File: src/pnpb_pkg.sv
// Package for the next-page and line-coding control register bank.
// Assumes a 32-bit APB slave on a single clock; all offsets are word indices.
package pnpb_pkg;

  // Register word indices; byte address is four times the index
  localparam logic [5:0] NP_TX_IDX   = 6'h0E;
  localparam logic [5:0] LP_NP_IDX   = 6'h10;
  localparam logic [5:0] AUX_IDX     = 6'h20;
  localparam logic [5:0] EXP_IDX     = 6'h0C;
  localparam logic [5:0] IRQ_STS_IDX = 6'h24;
  localparam logic [5:0] IRQ_MSK_IDX = 6'h25;

  // Next-page word fields
  localparam int NP_MORE_BIT   = 15;
  localparam int NP_RSVD_BIT   = 14;
  localparam int NP_MSG_BIT    = 13;
  localparam int NP_COMPLY_BIT = 12;
  localparam int NP_TOGGLE_BIT = 11;
  localparam int NP_CODE_MSB   = 10;
  localparam int NP_CODE_W     = 11;

  // Auxiliary control fields
  localparam int AUX_TX_DIS_BIT  = 13;
  localparam int AUX_BYP_4B5B    = 10;
  localparam int AUX_BYP_SCR     = 9;
  localparam int AUX_BYP_NRZI    = 8;
  localparam int AUX_BYP_ALIGN   = 7;
  localparam int AUX_BLW_OFF     = 6;
  localparam int AUX_FEF_BIT     = 5;
  localparam int AUX_EXT_FIFO    = 2;

  // Expansion and interrupt fields
  localparam int EXP_PAGE_RCVD_BIT = 1;
  localparam int IRQ_PAGE_RCVD_BIT = 0;
  localparam int IRQ_PAGE_SENT_BIT = 1;
  localparam int IRQ_W             = 2;

  // Reset values
  localparam logic [15:0] NP_TX_RST  = 16'h2001;
  localparam logic [15:0] LP_NP_RST  = 16'h0000;
  localparam logic [15:0] AUX_RST    = 16'h0000;
  localparam logic [1:0]  IRQ_RST    = 2'h0;
  // Mask of bits software may write in the outgoing next-page word
  localparam logic [15:0] NP_TX_WMASK = 16'hB7FF;

  typedef struct packed {
    logic [4:0] code;
    logic       delim_insert;
    logic       valid;
  } pnpb_tx_sym_t;

  typedef struct packed {
    logic [3:0] rxd;
    logic       rxer;
    logic       crs;
  } pnpb_rx_out_t;

  typedef struct packed {
    logic [15:0]      np_tx;
    logic [15:0]      lp_np;
    logic [15:0]      aux;
    logic             page_rcvd;
    logic [IRQ_W-1:0] irq_sts;
    logic [IRQ_W-1:0] irq_msk;
    logic [31:0]      prdata;
    pnpb_tx_sym_t     tx_sym;
    pnpb_rx_out_t     rx_out;
  } pnpb_state_t;

endpackage

File: src/pnpb_regs.sv
// Next-page transmit/receive registers and 100BASE-X line-coding control.
// Assumes APB master, auto-negotiation arbiter and PCS datapath on CLOCK_I.
//
// What this block does
// - Outgoing page bit 15 software-writable more-pages flag, reset 0.
// - Outgoing page bit 13 software-writable message-page flag, reset 1.
// - Outgoing page bit 12 software-writable comply flag, reset 0.
// - Outgoing bit 11 read-only, reset 0, inverted between distinct sent pages.
// - Bits 10:0 hold an 11-bit message or unformatted code.
// - Partner next page exposed read-only, same layout, resets to 0.
// - Aux bit 13 disables transmitter; line output goes high impedance.
// - Aux bit 10 routes raw 5-bit TXER/TXD codes to scrambler, no delimiters.
// - Bypass puts descrambled aligned codes on RXER/RXD; CRS on valid frame.
// - Aux bit 9 disables scrambler and descrambler, reset 0.
// - Aux bit 8 bypasses NRZI/MLT3 coding, sending plain NRZ.
// - Aux bit 7 stops symbol alignment; with aux bit 10 set, unaligned codes reach RXER/RXD.
// - Aux bit 6 turns baseline wander correction off; default on.
// - Aux bit 5 enables far-end fault function.
// - Aux bit 2 selects extended receive FIFO mode, default 0.
// - Page-received flag latches on new partner word until read or reset.
//
// Design decision made here: the APB interface to the registers.
`timescale 1ns/1ps
`default_nettype none

module pnpb_regs #(
  parameter int ADDR_W = 8
) (
  input  wire logic              CLOCK_I,
  input  wire logic              RST_N_I,
  // APB slave
  input  wire logic              PSEL_I,
  input  wire logic              PENABLE_I,
  input  wire logic              PWRITE_I,
  input  wire logic [ADDR_W-1:0] PADDR_I,
  input  wire logic [31:0]       PWDATA_I,
  input  wire logic [3:0]        PSTRB_I,
  output logic      [31:0]       PRDATA_O,
  output logic                   PREADY_O,
  output logic                   PSLVERR_O,
  output logic                   IRQ_O,
  // Auto-negotiation arbiter side
  input  wire logic              LP_PAGE_VALID_I,
  input  wire logic [15:0]       LP_PAGE_I,
  input  wire logic              NP_SENT_I,
  output logic      [15:0]       NP_TX_WORD_O,
  // Line-coding controls
  output logic                   LINE_TX_OE_N_O,
  output logic                   BYPASS_SCRAMBLER_O,
  output logic                   BYPASS_NRZI_O,
  output logic                   BYPASS_ALIGN_O,
  output logic                   BLW_CORR_OFF_O,
  output logic                   FAR_END_FAULT_ON_O,
  output logic                   EXT_RX_FIFO_O,
  // Transmit symbol path
  input  wire logic              TXEN_I,
  input  wire logic              TXER_I,
  input  wire logic [3:0]        TXD_I,
  input  wire logic [4:0]        ENC_CODE_I,
  input  wire logic              ENC_VALID_I,
  output logic      [4:0]        SCR_CODE_O,
  output logic                   SCR_VALID_O,
  output logic                   DELIM_INSERT_O,
  // Receive symbol path
  input  wire logic [4:0]        RX_CODE_ALIGNED_I,
  input  wire logic [4:0]        RX_CODE_RAW_I,
  input  wire logic              RX_FRAME_VALID_I,
  input  wire logic [3:0]        DEC_RXD_I,
  input  wire logic              DEC_RXER_I,
  input  wire logic              DEC_CRS_I,
  output logic      [3:0]        RXD_O,
  output logic                   RXER_O,
  output logic                   CRS_O
);

  pnpb_pkg::pnpb_state_t st_ff;
  pnpb_pkg::pnpb_state_t nxt_st;

  logic       setup_ph;
  logic       access_ph;
  logic       addr_ok;
  logic [5:0] idx;
  logic       hit_np_tx;
  logic       hit_lp_np;
  logic       hit_aux;
  logic       hit_exp;
  logic       hit_sts;
  logic       hit_msk;
  logic       mapped;
  logic       wr_en;
  logic       rd_en;
  logic [15:0] wr_lane;
  logic [15:0] rd_word;
  logic [pnpb_pkg::IRQ_W-1:0] irq_evt;
  logic        bypass_4b5b;
  logic        bypass_align;
  logic [4:0]  rx_code;

  assign setup_ph  = PSEL_I && !PENABLE_I;
  assign access_ph = PSEL_I && PENABLE_I;
  assign idx       = PADDR_I[7:2];
  // Upper address bits must be zero; a shift stays legal at any bus width
  assign addr_ok   = (PADDR_I[1:0] == 2'h0) && ((PADDR_I >> 8) == '0);

  always_comb begin
    hit_np_tx = 1'b0;
    hit_lp_np = 1'b0;
    hit_aux   = 1'b0;
    hit_exp   = 1'b0;
    hit_sts   = 1'b0;
    hit_msk   = 1'b0;
    if (addr_ok) begin
      case (idx)
        pnpb_pkg::NP_TX_IDX: begin
          hit_np_tx = 1'b1;
        end
        pnpb_pkg::LP_NP_IDX: begin
          hit_lp_np = 1'b1;
        end
        pnpb_pkg::AUX_IDX: begin
          hit_aux = 1'b1;
        end
        pnpb_pkg::EXP_IDX: begin
          hit_exp = 1'b1;
        end
        pnpb_pkg::IRQ_STS_IDX: begin
          hit_sts = 1'b1;
        end
        pnpb_pkg::IRQ_MSK_IDX: begin
          hit_msk = 1'b1;
        end
        default: begin
          hit_np_tx = 1'b0;
        end
      endcase
    end
  end

  assign mapped    = hit_np_tx || hit_lp_np || hit_aux || hit_exp || hit_sts || hit_msk;
  assign wr_en     = access_ph && PWRITE_I && mapped;
  assign rd_en     = access_ph && !PWRITE_I && mapped;

  // Zero wait states; read data was captured in the setup cycle
  assign PREADY_O  = access_ph;
  assign PSLVERR_O = access_ph && !mapped;
  assign PRDATA_O  = st_ff.prdata;
  assign IRQ_O     = |(st_ff.irq_sts & st_ff.irq_msk);

  // Byte strobes gate the two low lanes
  assign wr_lane = {{8{PSTRB_I[1]}}, {8{PSTRB_I[0]}}};

  assign irq_evt[pnpb_pkg::IRQ_PAGE_RCVD_BIT] = LP_PAGE_VALID_I;
  assign irq_evt[pnpb_pkg::IRQ_PAGE_SENT_BIT] = NP_SENT_I;

  assign bypass_4b5b  = st_ff.aux[pnpb_pkg::AUX_BYP_4B5B];
  assign bypass_align = st_ff.aux[pnpb_pkg::AUX_BYP_ALIGN];

  // Alignment bypass only reaches the pins when the code path is raw
  assign rx_code = bypass_align ? RX_CODE_RAW_I : RX_CODE_ALIGNED_I;

  logic                       np_wr;
  logic                       aux_wr;
  logic                       sts_wr;
  logic                       msk_wr;
  logic                       exp_rd;
  logic                       rd_setup;
  logic [15:0]                np_wmask;
  logic [15:0]                np_merged;
  logic [15:0]                aux_merged;
  logic [pnpb_pkg::IRQ_W-1:0] sts_kept;
  logic                       toggle_nxt;
  logic                       tx_disable;
  logic                       byp_scr;
  logic                       byp_nrzi;
  logic                       blw_off;
  logic                       fef_on;
  logic                       ext_fifo;

  // Per-register strobes, qualified once
  assign np_wr    = wr_en && hit_np_tx;
  assign aux_wr   = wr_en && hit_aux;
  assign sts_wr   = wr_en && hit_sts && PSTRB_I[0];
  assign msk_wr   = wr_en && hit_msk && PSTRB_I[0];
  assign exp_rd   = rd_en && hit_exp;
  assign rd_setup = setup_ph && !PWRITE_I;

  // Bits 14 and 11 never take software data
  assign np_wmask  = pnpb_pkg::NP_TX_WMASK & wr_lane;
  assign np_merged = (st_ff.np_tx & ~np_wmask) | (PWDATA_I[15:0] & np_wmask);

  // Reserved aux bits are stored as written; software keeps them default
  assign aux_merged = (st_ff.aux & ~wr_lane) | (PWDATA_I[15:0] & wr_lane);

  // Toggle flips once per page handed over, ready for the next one
  assign toggle_nxt = st_ff.np_tx[pnpb_pkg::NP_TOGGLE_BIT] ^ NP_SENT_I;

  // Write one to clear; events are merged afterwards so they win
  assign sts_kept = sts_wr ? (st_ff.irq_sts & ~PWDATA_I[pnpb_pkg::IRQ_W-1:0]) : st_ff.irq_sts;

  always_comb begin
    rd_word = 16'h0000;
    case (1'b1)
      hit_np_tx: begin
        rd_word = st_ff.np_tx;
      end
      hit_lp_np: begin
        rd_word = st_ff.lp_np;
      end
      hit_aux: begin
        rd_word = st_ff.aux;
      end
      hit_exp: begin
        rd_word[pnpb_pkg::EXP_PAGE_RCVD_BIT] = st_ff.page_rcvd;
      end
      hit_sts: begin
        rd_word[pnpb_pkg::IRQ_W-1:0] = st_ff.irq_sts;
      end
      hit_msk: begin
        rd_word[pnpb_pkg::IRQ_W-1:0] = st_ff.irq_msk;
      end
      default: begin
        rd_word = 16'h0000;
      end
    endcase
  end

  always_comb begin
    nxt_st = st_ff;

    // Read data held from setup so the access cycle answers at once
    if (rd_setup) begin
      nxt_st.prdata = {16'h0000, rd_word};
    end

    // Outgoing next page: software bits, fixed reserved bit, hardware toggle
    if (np_wr) begin
      nxt_st.np_tx = np_merged;
    end
    nxt_st.np_tx[pnpb_pkg::NP_RSVD_BIT]   = 1'b0;
    nxt_st.np_tx[pnpb_pkg::NP_TOGGLE_BIT] = toggle_nxt;

    // Partner page copied whole on each checked, acknowledged word
    if (LP_PAGE_VALID_I) begin
      nxt_st.lp_np = LP_PAGE_I;
    end

    if (aux_wr) begin
      nxt_st.aux = aux_merged;
    end

    // Clear on read, but a page arriving in the same cycle wins
    if (exp_rd) begin
      nxt_st.page_rcvd = 1'b0;
    end
    if (LP_PAGE_VALID_I) begin
      nxt_st.page_rcvd = 1'b1;
    end

    nxt_st.irq_sts = sts_kept | irq_evt;
    if (msk_wr) begin
      nxt_st.irq_msk = PWDATA_I[pnpb_pkg::IRQ_W-1:0];
    end

    // Transmit symbol selection into the scrambler
    case (bypass_4b5b)
      1'b1: begin
        nxt_st.tx_sym.code         = {TXER_I, TXD_I};
        nxt_st.tx_sym.delim_insert = 1'b0;
        nxt_st.tx_sym.valid        = TXEN_I;
      end
      default: begin
        nxt_st.tx_sym.code         = ENC_CODE_I;
        nxt_st.tx_sym.delim_insert = 1'b1;
        nxt_st.tx_sym.valid        = ENC_VALID_I;
      end
    endcase

    // Receive pins carry raw codes when the decoder is bypassed
    case (bypass_4b5b)
      1'b1: begin
        nxt_st.rx_out.rxer = rx_code[4];
        nxt_st.rx_out.rxd  = rx_code[3:0];
        nxt_st.rx_out.crs  = RX_FRAME_VALID_I;
      end
      default: begin
        nxt_st.rx_out.rxer = DEC_RXER_I;
        nxt_st.rx_out.rxd  = DEC_RXD_I;
        nxt_st.rx_out.crs  = DEC_CRS_I;
      end
    endcase
  end

  always_ff @(posedge CLOCK_I) begin
    if (!RST_N_I) begin
      st_ff.np_tx     <= pnpb_pkg::NP_TX_RST;
      st_ff.lp_np     <= pnpb_pkg::LP_NP_RST;
      st_ff.aux       <= pnpb_pkg::AUX_RST;
      st_ff.page_rcvd <= 1'b0;
      st_ff.irq_sts   <= pnpb_pkg::IRQ_RST;
      st_ff.irq_msk   <= pnpb_pkg::IRQ_RST;
      st_ff.prdata    <= 32'h0000_0000;
      st_ff.tx_sym    <= '0;
      st_ff.rx_out    <= '0;
    end else begin
      st_ff <= nxt_st;
    end
  end

  assign NP_TX_WORD_O       = st_ff.np_tx;

  // Aux control bits, each a plain level straight from the register
  assign tx_disable = st_ff.aux[pnpb_pkg::AUX_TX_DIS_BIT];
  assign byp_scr    = st_ff.aux[pnpb_pkg::AUX_BYP_SCR];
  assign byp_nrzi   = st_ff.aux[pnpb_pkg::AUX_BYP_NRZI];
  assign blw_off    = st_ff.aux[pnpb_pkg::AUX_BLW_OFF];
  assign fef_on     = st_ff.aux[pnpb_pkg::AUX_FEF_BIT];
  assign ext_fifo   = st_ff.aux[pnpb_pkg::AUX_EXT_FIFO];

  // Output enable is active low: high means the line driver floats
  assign LINE_TX_OE_N_O     = tx_disable;
  assign BYPASS_SCRAMBLER_O = byp_scr;
  assign BYPASS_NRZI_O      = byp_nrzi;
  assign BYPASS_ALIGN_O     = bypass_align;
  assign BLW_CORR_OFF_O     = blw_off;
  assign FAR_END_FAULT_ON_O = fef_on;
  assign EXT_RX_FIFO_O      = ext_fifo;

  assign SCR_CODE_O         = st_ff.tx_sym.code;
  assign SCR_VALID_O        = st_ff.tx_sym.valid;
  assign DELIM_INSERT_O     = st_ff.tx_sym.delim_insert;
  assign RXD_O              = st_ff.rx_out.rxd;
  assign RXER_O             = st_ff.rx_out.rxer;
  assign CRS_O              = st_ff.rx_out.crs;

endmodule

`default_nettype wire

File: config.mk
export PLATFORM = sky130hd
export DESIGN_NAME = pnpb_regs
export DESIGN_NICKNAME = d
export VERILOG_FILES = /design/src/pnpb_pkg.sv /design/src/pnpb_regs.sv
export SDC_FILE = /design/constraint.sdc
export NUM_CORES = 1
export LEC_CHECK = 0
export BUFFER_PORTS_ARGS = -buffer_cell sky130_fd_sc_hd__buf_4
export CAP_MARGIN = 0
export CORE_MARGIN = 4
export CORE_UTILIZATION = 25
export CTS_CLUSTER_SIZE = 8
export DETAILED_ROUTE_END_ITERATION = 12
export RECOVER_POWER = 100
export SLEW_MARGIN = 20
export SYNTH_ARGS = -nofsm -noshare
export SYNTH_HDL_FRONTEND = slang
export SYNTH_SLANG_ARGS = --single-unit
File: constraint.sdc
create_clock -name CLOCK_I -period 2 [get_ports CLOCK_I]
set_input_delay 0.5 -clock CLOCK_I [delete_from_list [all_inputs] [get_ports CLOCK_I]]
set_output_delay 0.5 -clock CLOCK_I [all_outputs]
set_load 0.05 [all_outputs]
[After elaboration in Yosys (flattened, before gate mapping)]
Cells that the tools add are included.
Word-level totals
  memory bits (writable): 0
  output and inout bits: 71
  memory bits (read-only): 0
  memories kept: 0
  logic and storage cells: 93
  latch bits: 0
  bits in registers: 82
Operators by class
  multiply operators: 0
  muxes and demuxes: 33
  divide/modulo/power cells: 0
  eq/ne operators: 6
  reductions and logical operators: 26
  bitwise operators: 13
  shift-type cells: 0
  $lt $le $gt $ge: 0
  add/sub/neg operators: 0
Operators by type and width (count)
  AND 16 bit: 4
  2-to-1 mux 14 bit: 3
  inverter 16 bit: 2
  bitwise OR 16 bit: 2
  2-to-1 mux 1 bit: 26
  == test 6 bit, second input constant: 3
  logical AND 1 bit: 15
  == test 6 x 4 -> 1 bit, second input constant: 2
  2-to-1 mux 7 bit: 1
  == test 6 x 5 -> 1 bit, second input constant: 1
  2-to-1 mux 6 bit: 1
  logical OR 1 bit: 5
  2-to-1 mux 5 bit: 1
  AND 2 bit: 2
  logical NOT 1 bit: 3
  logical NOT 2 bit: 1
  2-to-1 mux 2 bit: 1
  inverter 2 bit: 1
  bitwise OR 2 bit: 1
  nonzero test 2 bit: 1
  OR reduction 2 bit: 1
  bitwise XOR 1 bit: 1

[Depth between registers and ports, before layout]
Gate-level depths: netlist of run 1.
  word-level depth: 13
  depth in mapped cells: 6
  depth with buffers taken out: 4

[Least setup slack after synthesis of run 1]
No wires, ideal clock.
  path kind: input to output
  start point: in PADDR_I[6]
  end point: out PSLVERR_O
  path buffers: 2
  data arrival time: 1.538 ns
  path slack: -0.038 ns
  stages on the path: 5
  path through: nor2b_1 -> buf_2 -> buf_2 -> o211ai_1 -> and3_1
Between the ends
  cells in the longest elaborated chain, start to end: 10
Ends and longest elaborated chain
  start, declared: RTL line pnpb_regs.sv:35  | input wire logic [ADDR_W-1:0] PADDR_I,
  == test 6 x 4 -> 1 bit / == test 6 x 5 -> 1 bit (equally long branches): RTL line pnpb_regs.sv:113  | case (idx)
  2-to-1 mux 1 bit: RTL line pnpb_regs.sv:113
  2-to-1 mux 1 bit: RTL line pnpb_regs.sv:112  | if (addr_ok) begin
  logical OR 1 bit (4 in a row): RTL line pnpb_regs.sv:139  | assign mapped = hit_np_tx || hit_lp_np || hit_aux || hit_exp || hit_sts || hit_msk;
  logical OR 1 bit (*): RTL line pnpb_regs.sv:139
  logical NOT 1 bit (*): RTL line pnpb_regs.sv:145  | assign PSLVERR_O = access_ph && !mapped;
  logical AND 1 bit (*): RTL line pnpb_regs.sv:145
  end, declared: RTL line pnpb_regs.sv:40  | output logic PSLVERR_O,
Every way passes the cells marked *; elsewhere a longest branch is shown, timed or not.

[Final worst setup path of run 1]
  start point: in PADDR_I[1]
  end point: out PSLVERR_O
Between the ends
  cells in the longest elaborated chain, start to end: 9
Ends and longest elaborated chain
  logical NOT 2 bit (*): RTL line pnpb_regs.sv:103  | assign addr_ok = (PADDR_I[1:0] == 2'h0) && ((PADDR_I >> 8) == '0);
  2-to-1 mux 1 bit: RTL line pnpb_regs.sv:112
  logical OR 1 bit (4 in a row): RTL line pnpb_regs.sv:139
  logical OR 1 bit (*): RTL line pnpb_regs.sv:139
  logical NOT 1 bit (*): RTL line pnpb_regs.sv:145
  logical AND 1 bit (*): RTL line pnpb_regs.sv:145
Marked as above.

==> metrics.txt, run 1 <==
DIE HEIGHT=roughly 130 um; Max Slew Vio Count=0; WP data arrival=about 1.5 ns; fin worst setup slack=0.0511 ns; final hold vios=0; num ports=between 150 and 200; Mapped Cells=420; Post-DP HPWL=roughly 8500 um; Worst-path clk slew=approximately 0.07 ns; Power Density=about 800 nW/um^2; WL per Instance=about 16 um; Iter 0 DRT Violations=130; hold_buf cts=0; Yosys top cell area share=0.417; row cnt=45; largest net degree at the start of global routing=45; Setup WS pre-CTS=around 0.036 ns; Setup Skew=a little under 0.007 ns; Nets=between 600 and 700; synthesized area=just under 4000 sq um; Die X=133 um; via count=about 3300; Max Freq=513 MHz; Hold WC Path Type=in2reg; worst hold slack=about 0.38 ns; Worst Tran Pin Value=about 1.3 ns; RePlAce Congestion=around 0.82; top post-synthesis cells by count=dfxtp_1 (81), nor2_1 (70), buf_4 (59); FFs w/ async S/R, synth=0; Final min period=between 1.5 and 2 ns; post-synth cell types=42; Die Area=roughly 18000 sq um; Post-synth EDFFs=0; CTS Buf Count=9; remaining antenna violation count=0; final core occ=0.324; H-tree depth=3; critical path class=in2out; final WL=11400 um; number of global-route vias before repair=approximately 3300; Yosys reg bits=81; syn avg cell area=~9.3 sq um; relative slew slack=0.130; # fillers=~1600; gr ovfl total=0; max-cap viol count=0; post-cts repair resize count=0; TritonRoute pass-1 iters=4; Synth Warn #=0; Startpoint Class=input pin; first-pass GRT wire length=about 18000 um; placed inst area=4800 sq um; Via density=roughly 4.6; status=finished clean; LEAKAGE=about 2.0 nW; clk sinks=a little over 80; area leader, netlist=dfxtp_1; predominant post-synthesis flop cell=dfxtp_1; VDD IR max=0.000402 V; core area=~15000 sq um; latest clock arrival within the worst-skew pair=0.35 ns; antenna violations before repair=0; WP data required=roughly 1.5 ns; initial core utilization=0.256; CTS tree=yes; Clock Tree Buf Depth=2; total track usage=0.128; port bufs=131; # setup viols final=0; Root Driver=clkbuf_16; Post-Layout Inst Area=between 4000 and 5000 sq um; layout cells sized above 1=0.241; antenna cells=0; worst-path fanout max=3; Synth area leaders=dfxtp_1 (42%), mux2i_1 (13%), buf_4 (11%); crit end category=output port; post-route DRC violation count=0; fin crit share=0.974; sequential area share after synthesis=0.417; top-count cell post-synth=dfxtp_1; area grow syn2layout=26.4%
[worst max-delay path: stages]
cell and delay (ns):
buf_4 0.13, nor4b_4 0.34, nand2_1 0.07, and3_2 0.21, buf_4 0.18
[path summary, 6_finish.rpt]
kind,start,end,slack (ns),cells past startpoint
worst max-delay path,PADDR_I[1],PSLVERR_O,0.05,5
worst min-delay path,PWDATA_I[13],flip-flop,0.38,3
worst max register to register,flip-flop,PRDATA_O[0],0.91,4
worst min register to register,flip-flop,flip-flop,0.49,2
[cells by family after synthesis]
group                     count (synthesis)  synth area share
and+or+nand+nor                         130             0.170
buffers and inverters                    85             0.142
muxes                                    52             0.134
AOI/OAI and AO/OA                        70             0.134
other                                     1          0.000963
xor gates and xnor gates                  1           0.00225
DFF                                      81             0.417
[metal layers]
metal	share of wire	vias up	routed length (um)	track usage
met3	0.048	16	543	0.0312
met5	0	-	0	0
met1	0.45	1539	5100	0.160
li1	-	1602	-	-
met2	0.48	96	5540	0.209
met4	0.021	0	235	0.0560
[cells in the final DEF, fill, tap and decap left out, types with 2 or more instances in the layout]
cell type and n:
and4_1 3, conb_1 17, and3_1 2, clkbuf_1 51, a21oi_1 9, o22ai_1 2, buf_12 3, nand2b_1 2
inv_1 2, a2bb2oi_1 13, nand4_1 3, clkbuf_2 2, and4bb_2 2, mux2i_1 52, nor3_1 2, nand4_2 2
dfxtp_1 81, clkbuf_16 9, buf_4 93, nand3_1 13, a211oi_1 18, o211ai_1 2, a22o_1 2, o21a_1 3
nand2_1 15, nor2b_1 5, nor2_1 70, and2_1 2, inv_6 3, a21boi_0 2, a22oi_1 14
[per-stage QoR]
stage	TNS [ns]	instances	power, W
after floorplan	0	436	0.00211
after global placement	0	689	0.00229
after detailed placement	0	689	0.00230
after CTS	0	705	0.00404
after global routing	-0.0147	706	0.00411
final	0	706	0.00396
[layout make-up]
class | instances | area, sq um | area share
inverter | 2 | 7.51 | 0.00153
timing repair buffer | 149 | 960 | 0.195
clock inverter | 7 | 83.8 | 0.0170
clock buffer | 9 | 225 | 0.0458
tap | 188 | 235 | 0.0478
multi-input combinational | 270 | 1790 | 0.363
sequential | 81 | 1620 | 0.330
[power breakdown]
part	total (W)	switching (W)	internal (W)	leakage, nW
logic	0.000546	0.000355	0.000190	1.23
registers	0.00169	0.0000271	0.00167	0.662
clock network	0.00172	0.000726	0.000991	0.149
[repair_timing]
action | 4_1_cts | 5_1_grt
setup endpoints to repair | 0 | 1
endpoints found under the hold margin | 0 | 0
buffers inserted | 0 | 1
Power figures use the tool's default switching activity.
==> inputs of run 2 (changes only) <==
- CORE_MARGIN: 4 -> 2
- CTS_BUF_LIST: default -> sky130_fd_sc_hd__clkbuf_16
==> metrics.txt, run 2 (synthesized netlist as in run 1, its figures left out) <==
largest net degree at the start of global routing=62; reg2reg end=SCR_VALID_O; Slowest cell on crit path=nor4_4; hold_sp=PWDATA_I[13]; Setup Skew=between 0.005 and 0.006 ns; WP data required=1.50 ns; Final min period=around 1.9 ns; R2R Setup Slk=~0.43 ns; Int Pwr=roughly 0.0028 W; VDD IR max=between 0.0003 and 0.0004 V; layout cells sized above 1=0.236; Via density=4.66; Die X=129 um; LEAKAGE=around 2.0 nW; CTS tree=yes; Nets=a little over 600; Root Driver=clkbuf_16; via count=between 3000 and 4000; Post-DP HPWL=~8000 um; hold_buf cts=0; placed inst area=approximately 4800 sq um; Die Area=between 15000 and 20000 sq um; CP peak stage delay=~0.29 ns; core area=between 15000 and 20000 sq um; Max Slew Vio Count=0; post-route DRC violation count=0; Power Density=about 800 nW/um^2; fin worst setup slack=0.0738 ns; antenna cells=0; num ports=167; final WL=11200 um; Worst Tran Pin Value=between 0.9 and 1 ns; Clock Power Share=0.428; critical path class=in2out; # placed instances=about 690; Setup WS pre-CTS=around 0.035 ns; final hold vios=0; status=finished clean; Hold WC Path Type=in2reg; Sw Share=0.276; antenna violations before repair=0; Crit path buffers/inverters=2; crit end category=output port; Worst-path clk slew=0.06 ns; most frequent cells in the layout=buf_4 (89), dfxtp_1 (81), nor2_1 (70); CTS Buf Count=9; RePlAce Congestion=around 0.83; # setup viols final=0; total track usage=0.132; Startpoint Class=input pin; sequential share of power=0.433; relative slew slack=0.334; WL per Instance=approximately 16 um; Critical Path Source=PADDR_I[0]; worst hold path depth=3; Clock Tree Buf Depth=2; gr ovfl total=0; latest clock arrival within the worst-skew pair=0.33 ns; fin crit share=0.963; final core occ=0.322; port bufs=between 100 and 150; Post-Layout Inst Area=roughly 4900 sq um; row cnt=45; Layout Cells excl Fill=704; WP data arrival=roughly 1.4 ns; clk sinks=81; critical path, cell by cell=buf_4 > nor4_4 > o211ai_1 > and3_2 > buf_6; NetSw=about 0.0011 W; TritonRoute pass-1 iters=4; H-tree depth=3; DIE HEIGHT=approximately 130 um; Logic pwr share=0.138; worst-path fanout max=3; max-cap viol count=0; initial core utilization=0.256; FF-to-FF path depth=3; area grow syn2layout=25.9%; Top delay family on crit path=simple AND/OR/NAND/NOR gates; Iter 0 DRT Violations=around 140; commonest non-fill, non-tap cell in the layout=buf_4; Max Freq=519 MHz; number of global-route vias before repair=between 3000 and 4000; first-pass GRT wire length=~17000 um; remaining antenna violation count=0
[run 2: cell types whose count changed in the layout (fill, tap and decap cells not counted)]
| cell | previous run | this run |
|---|---|---|
| buf_4 | 93 | 89 |
| buf_6 | 0 | 1 |
| clkbuf_4 | 0 | 1 |
| clkbuf_1 | 51 | 52 |
| clkbuf_2 | 2 | 1 |
| clkinvlp_4 | 1 | 2 |
| clkinv_4 | 1 | 3 |
| inv_6 | 3 | 1 |
| inv_8 | 1 | 0 |
[run 2: area by class of cell]
cell class                      instances  area [sq um]
Inverter                                2          7.51
Clock inverter                          7          80.1
Fill cell                            1641         10300
Sequential cell                        81          1620
Clock buffer                            9           225
Tap cell                              188           235
Multi-Input combinational cell        270          1790
Timing Repair Buffer                  147           947
[run 2: repair_timing]
item	4_1_cts	5_1_grt
setup endpoints to repair	0	1
buffers inserted	0	1
gates resized for setup	0	1
endpoints found under the hold margin	0	0
[run 2: stage by stage]
step	hold slack [ns]	TNS [ns]	total power, W
finish	0.390	0	0.00391
global route	0.398	-0.00284	0.00407
CTS	0.377	0	0.00400
detailed placement	0.472	0	0.00230
global placement	0.465	0	0.00229
floorplan	0.449	0	0.00211
[run 2: worst reg2reg max path: stages, from the launching register on]
cell	delay, ns
dfxtp_1	0.34
clkbuf_1	0.75
mux2i_1	0.29
nor2_1	0.06
[run 2: metal layers]
| layer | GRT usage | vias to the layer above | share of wire |
|---|---|---|---|
| met3 | 0.0254 | 7 | 0.057 |
| met2 | 0.221 | 102 | 0.48 |
| li1 | - | 1591 | - |
| met5 | 0 | - | 0 |
| met1 | 0.170 | 1584 | 0.45 |
| met4 | 0.0460 | 0 | 0.012 |
[run 2: power groups by stage]
| stage | combinational (W) | sequential, W | clock (W) |
|---|---|---|---|
| global route | 0.000575 | 0.00170 | 0.00179 |
| global placement | 0.000563 | 0.00173 | 0 |
| detailed placement | 0.000571 | 0.00173 | 0 |
| floorplan | 0.000379 | 0.00174 | 0 |
| finish | 0.000541 | 0.00169 | 0.00167 |
| CTS | 0.000572 | 0.00170 | 0.00173 |
[run 2: worst max path at each step]
stage | end | cells past startpoint
final | PSLVERR_O | 5
after global routing | PSLVERR_O | 5
after CTS | PSLVERR_O | 5
after detailed placement | PSLVERR_O | 5
after global placement | PSLVERR_O | 5
after floorplan | PSLVERR_O | 3
==> inputs of run 3 (changes only) <==
- REMOVE_ABC_BUFFERS: default -> 1
==> metrics.txt, run 3 (synthesized netlist as in run 1, its figures left out) <==
WP data arrival=around 1.4 ns; gr ovfl total=0; fin crit share=0.966; Die X=about 130 um; worst hold slack=a little under 0.4 ns; antenna violations before repair=0; Clock Tree Buf Depth=2; R2R Setup Slk=between 0.7 and 0.8 ns; Worst-path clk slew=~0.06 ns; via count=around 3200; TNS Setup=0 ns; Clock Power Share=0.437; Post-Layout Inst Area=a little under 5000 sq um; DIE HEIGHT=between 100 and 150 um; hold_buf cts=0; sequential share of power=0.426; Die Area=between 15000 and 20000 sq um; Root Driver=clkbuf_16; total track usage=0.136; TritonRoute pass-1 iters=4; relative slew slack=0.315; crit end category=output port; VDD IR max=0.000350 V; Via density=around 4.6; Setup Skew=approximately 0.0075 ns; RePlAce Congestion=slightly above 0.8; remaining antenna violation count=0; Post-DP HPWL=~8000 um; postcts setup bufs=0; Worst Tran Pin Value=between 1 and 1.5 ns; H-tree depth=3; area grow syn2layout=25.3%; Power Density=~820 nW/um^2; post-cts repair resize count=0; Hold WC Path Type=in2reg; num ports=around 170; WP data required=around 1.5 ns; Final min period=about 1.9 ns; status=finished clean; latest clock arrival within the worst-skew pair=about 0.34 ns; Startpoint Class=input pin; core area=15200 sq um; total power=0.00398 W; # setup viols final=0; Iter 0 DRT Violations=between 100 and 150; WL per Instance=between 15 and 20 um; Nets=slightly above 600; Sw Share=0.262; worst hold path depth=3; placed inst area=around 4800 sq um; port bufs=131; final WL=between 10000 and 15000 um; LEAKAGE=~2 nW; worst-path fanout max=6; largest net degree at the start of global routing=48; CTS tree=yes; antenna cells=0; Int Pwr=approximately 0.003 W; number of global-route vias before repair=between 3000 and 4000; final hold vios=0; Max Slew Vio Count=0; Max Freq=517 MHz; layout cells sized above 1=0.232; CTS Buf Count=9; clk sinks=81; most frequent cells in the layout=buf_4 (87), dfxtp_1 (81), nor2_1 (70); RSZ-0062 raised after global routing=false; Logic pwr share=0.136; FF-to-FF path depth=3; NetSw=0.00104 W; first-pass GRT wire length=about 17000 um; row cnt=45; post-route DRC violation count=0; max-cap viol count=0; commonest non-fill, non-tap cell in the layout=buf_4; initial core utilization=0.256; critical path class=in2out
-- run 3: path summary, 6_finish.rpt --
path / end / from
setup / recovery: PSLVERR_O / PADDR_I[3]
hold / removal: CRS_O / DEC_CRS_I
setup reg to reg: SCR_CODE_O[2] / flip-flop
hold reg to reg: flip-flop / flip-flop
-- run 3: layer usage --
layer | global-route usage | vias to the layer above | routed length, um
met2 | 0.239 | 94 | 5830
met4 | 0.0627 | 0 | 191
li1 | - | 1588 | -
met1 | 0.161 | 1524 | 4680
met3 | 0.0233 | 12 | 496
met5 | 0 | - | 0
-- run 3: critical path: stages --
cell and delay, ns:
buf_4 0.14, nor4_4 0.29, o211ai_1 0.14, and3_1 0.19
buf_4 0.18
-- run 3: power groups by stage --
stage	clock, W	sequential [W]	combinational, W
after detailed placement	0	0.00173	0.000581
after floorplan	0	0.00183	0.000209
after global routing	0.00186	0.00170	0.000580
after global placement	0	0.00173	0.000571
after CTS	0.00180	0.00169	0.000581
final	0.00174	0.00169	0.000543
-- run 3: stage by stage --
stage	worst slack, ns	util	cells
finish	0.0674	0.321	706
global route	0.0128	0.321	706
CTS	0.0706	0.338	706
detailed placement	0.0727	0.317	690
global placement	0.0663	0.317	690
floorplan	-0.853	-	353
-- run 3: area by class of cell --
| type | count | area (sq um) |
|---|---|---|
| fillers | 1621 | 10300 |
| multi-input cells | 270 | 1780 |
| clock buffers | 9 | 225 |
| flip-flops and latches | 81 | 1620 |
| repair buffers | 149 | 926 |
| clock inverters | 7 | 86.3 |
| well taps | 188 | 235 |
| inverters | 2 | 7.51 |
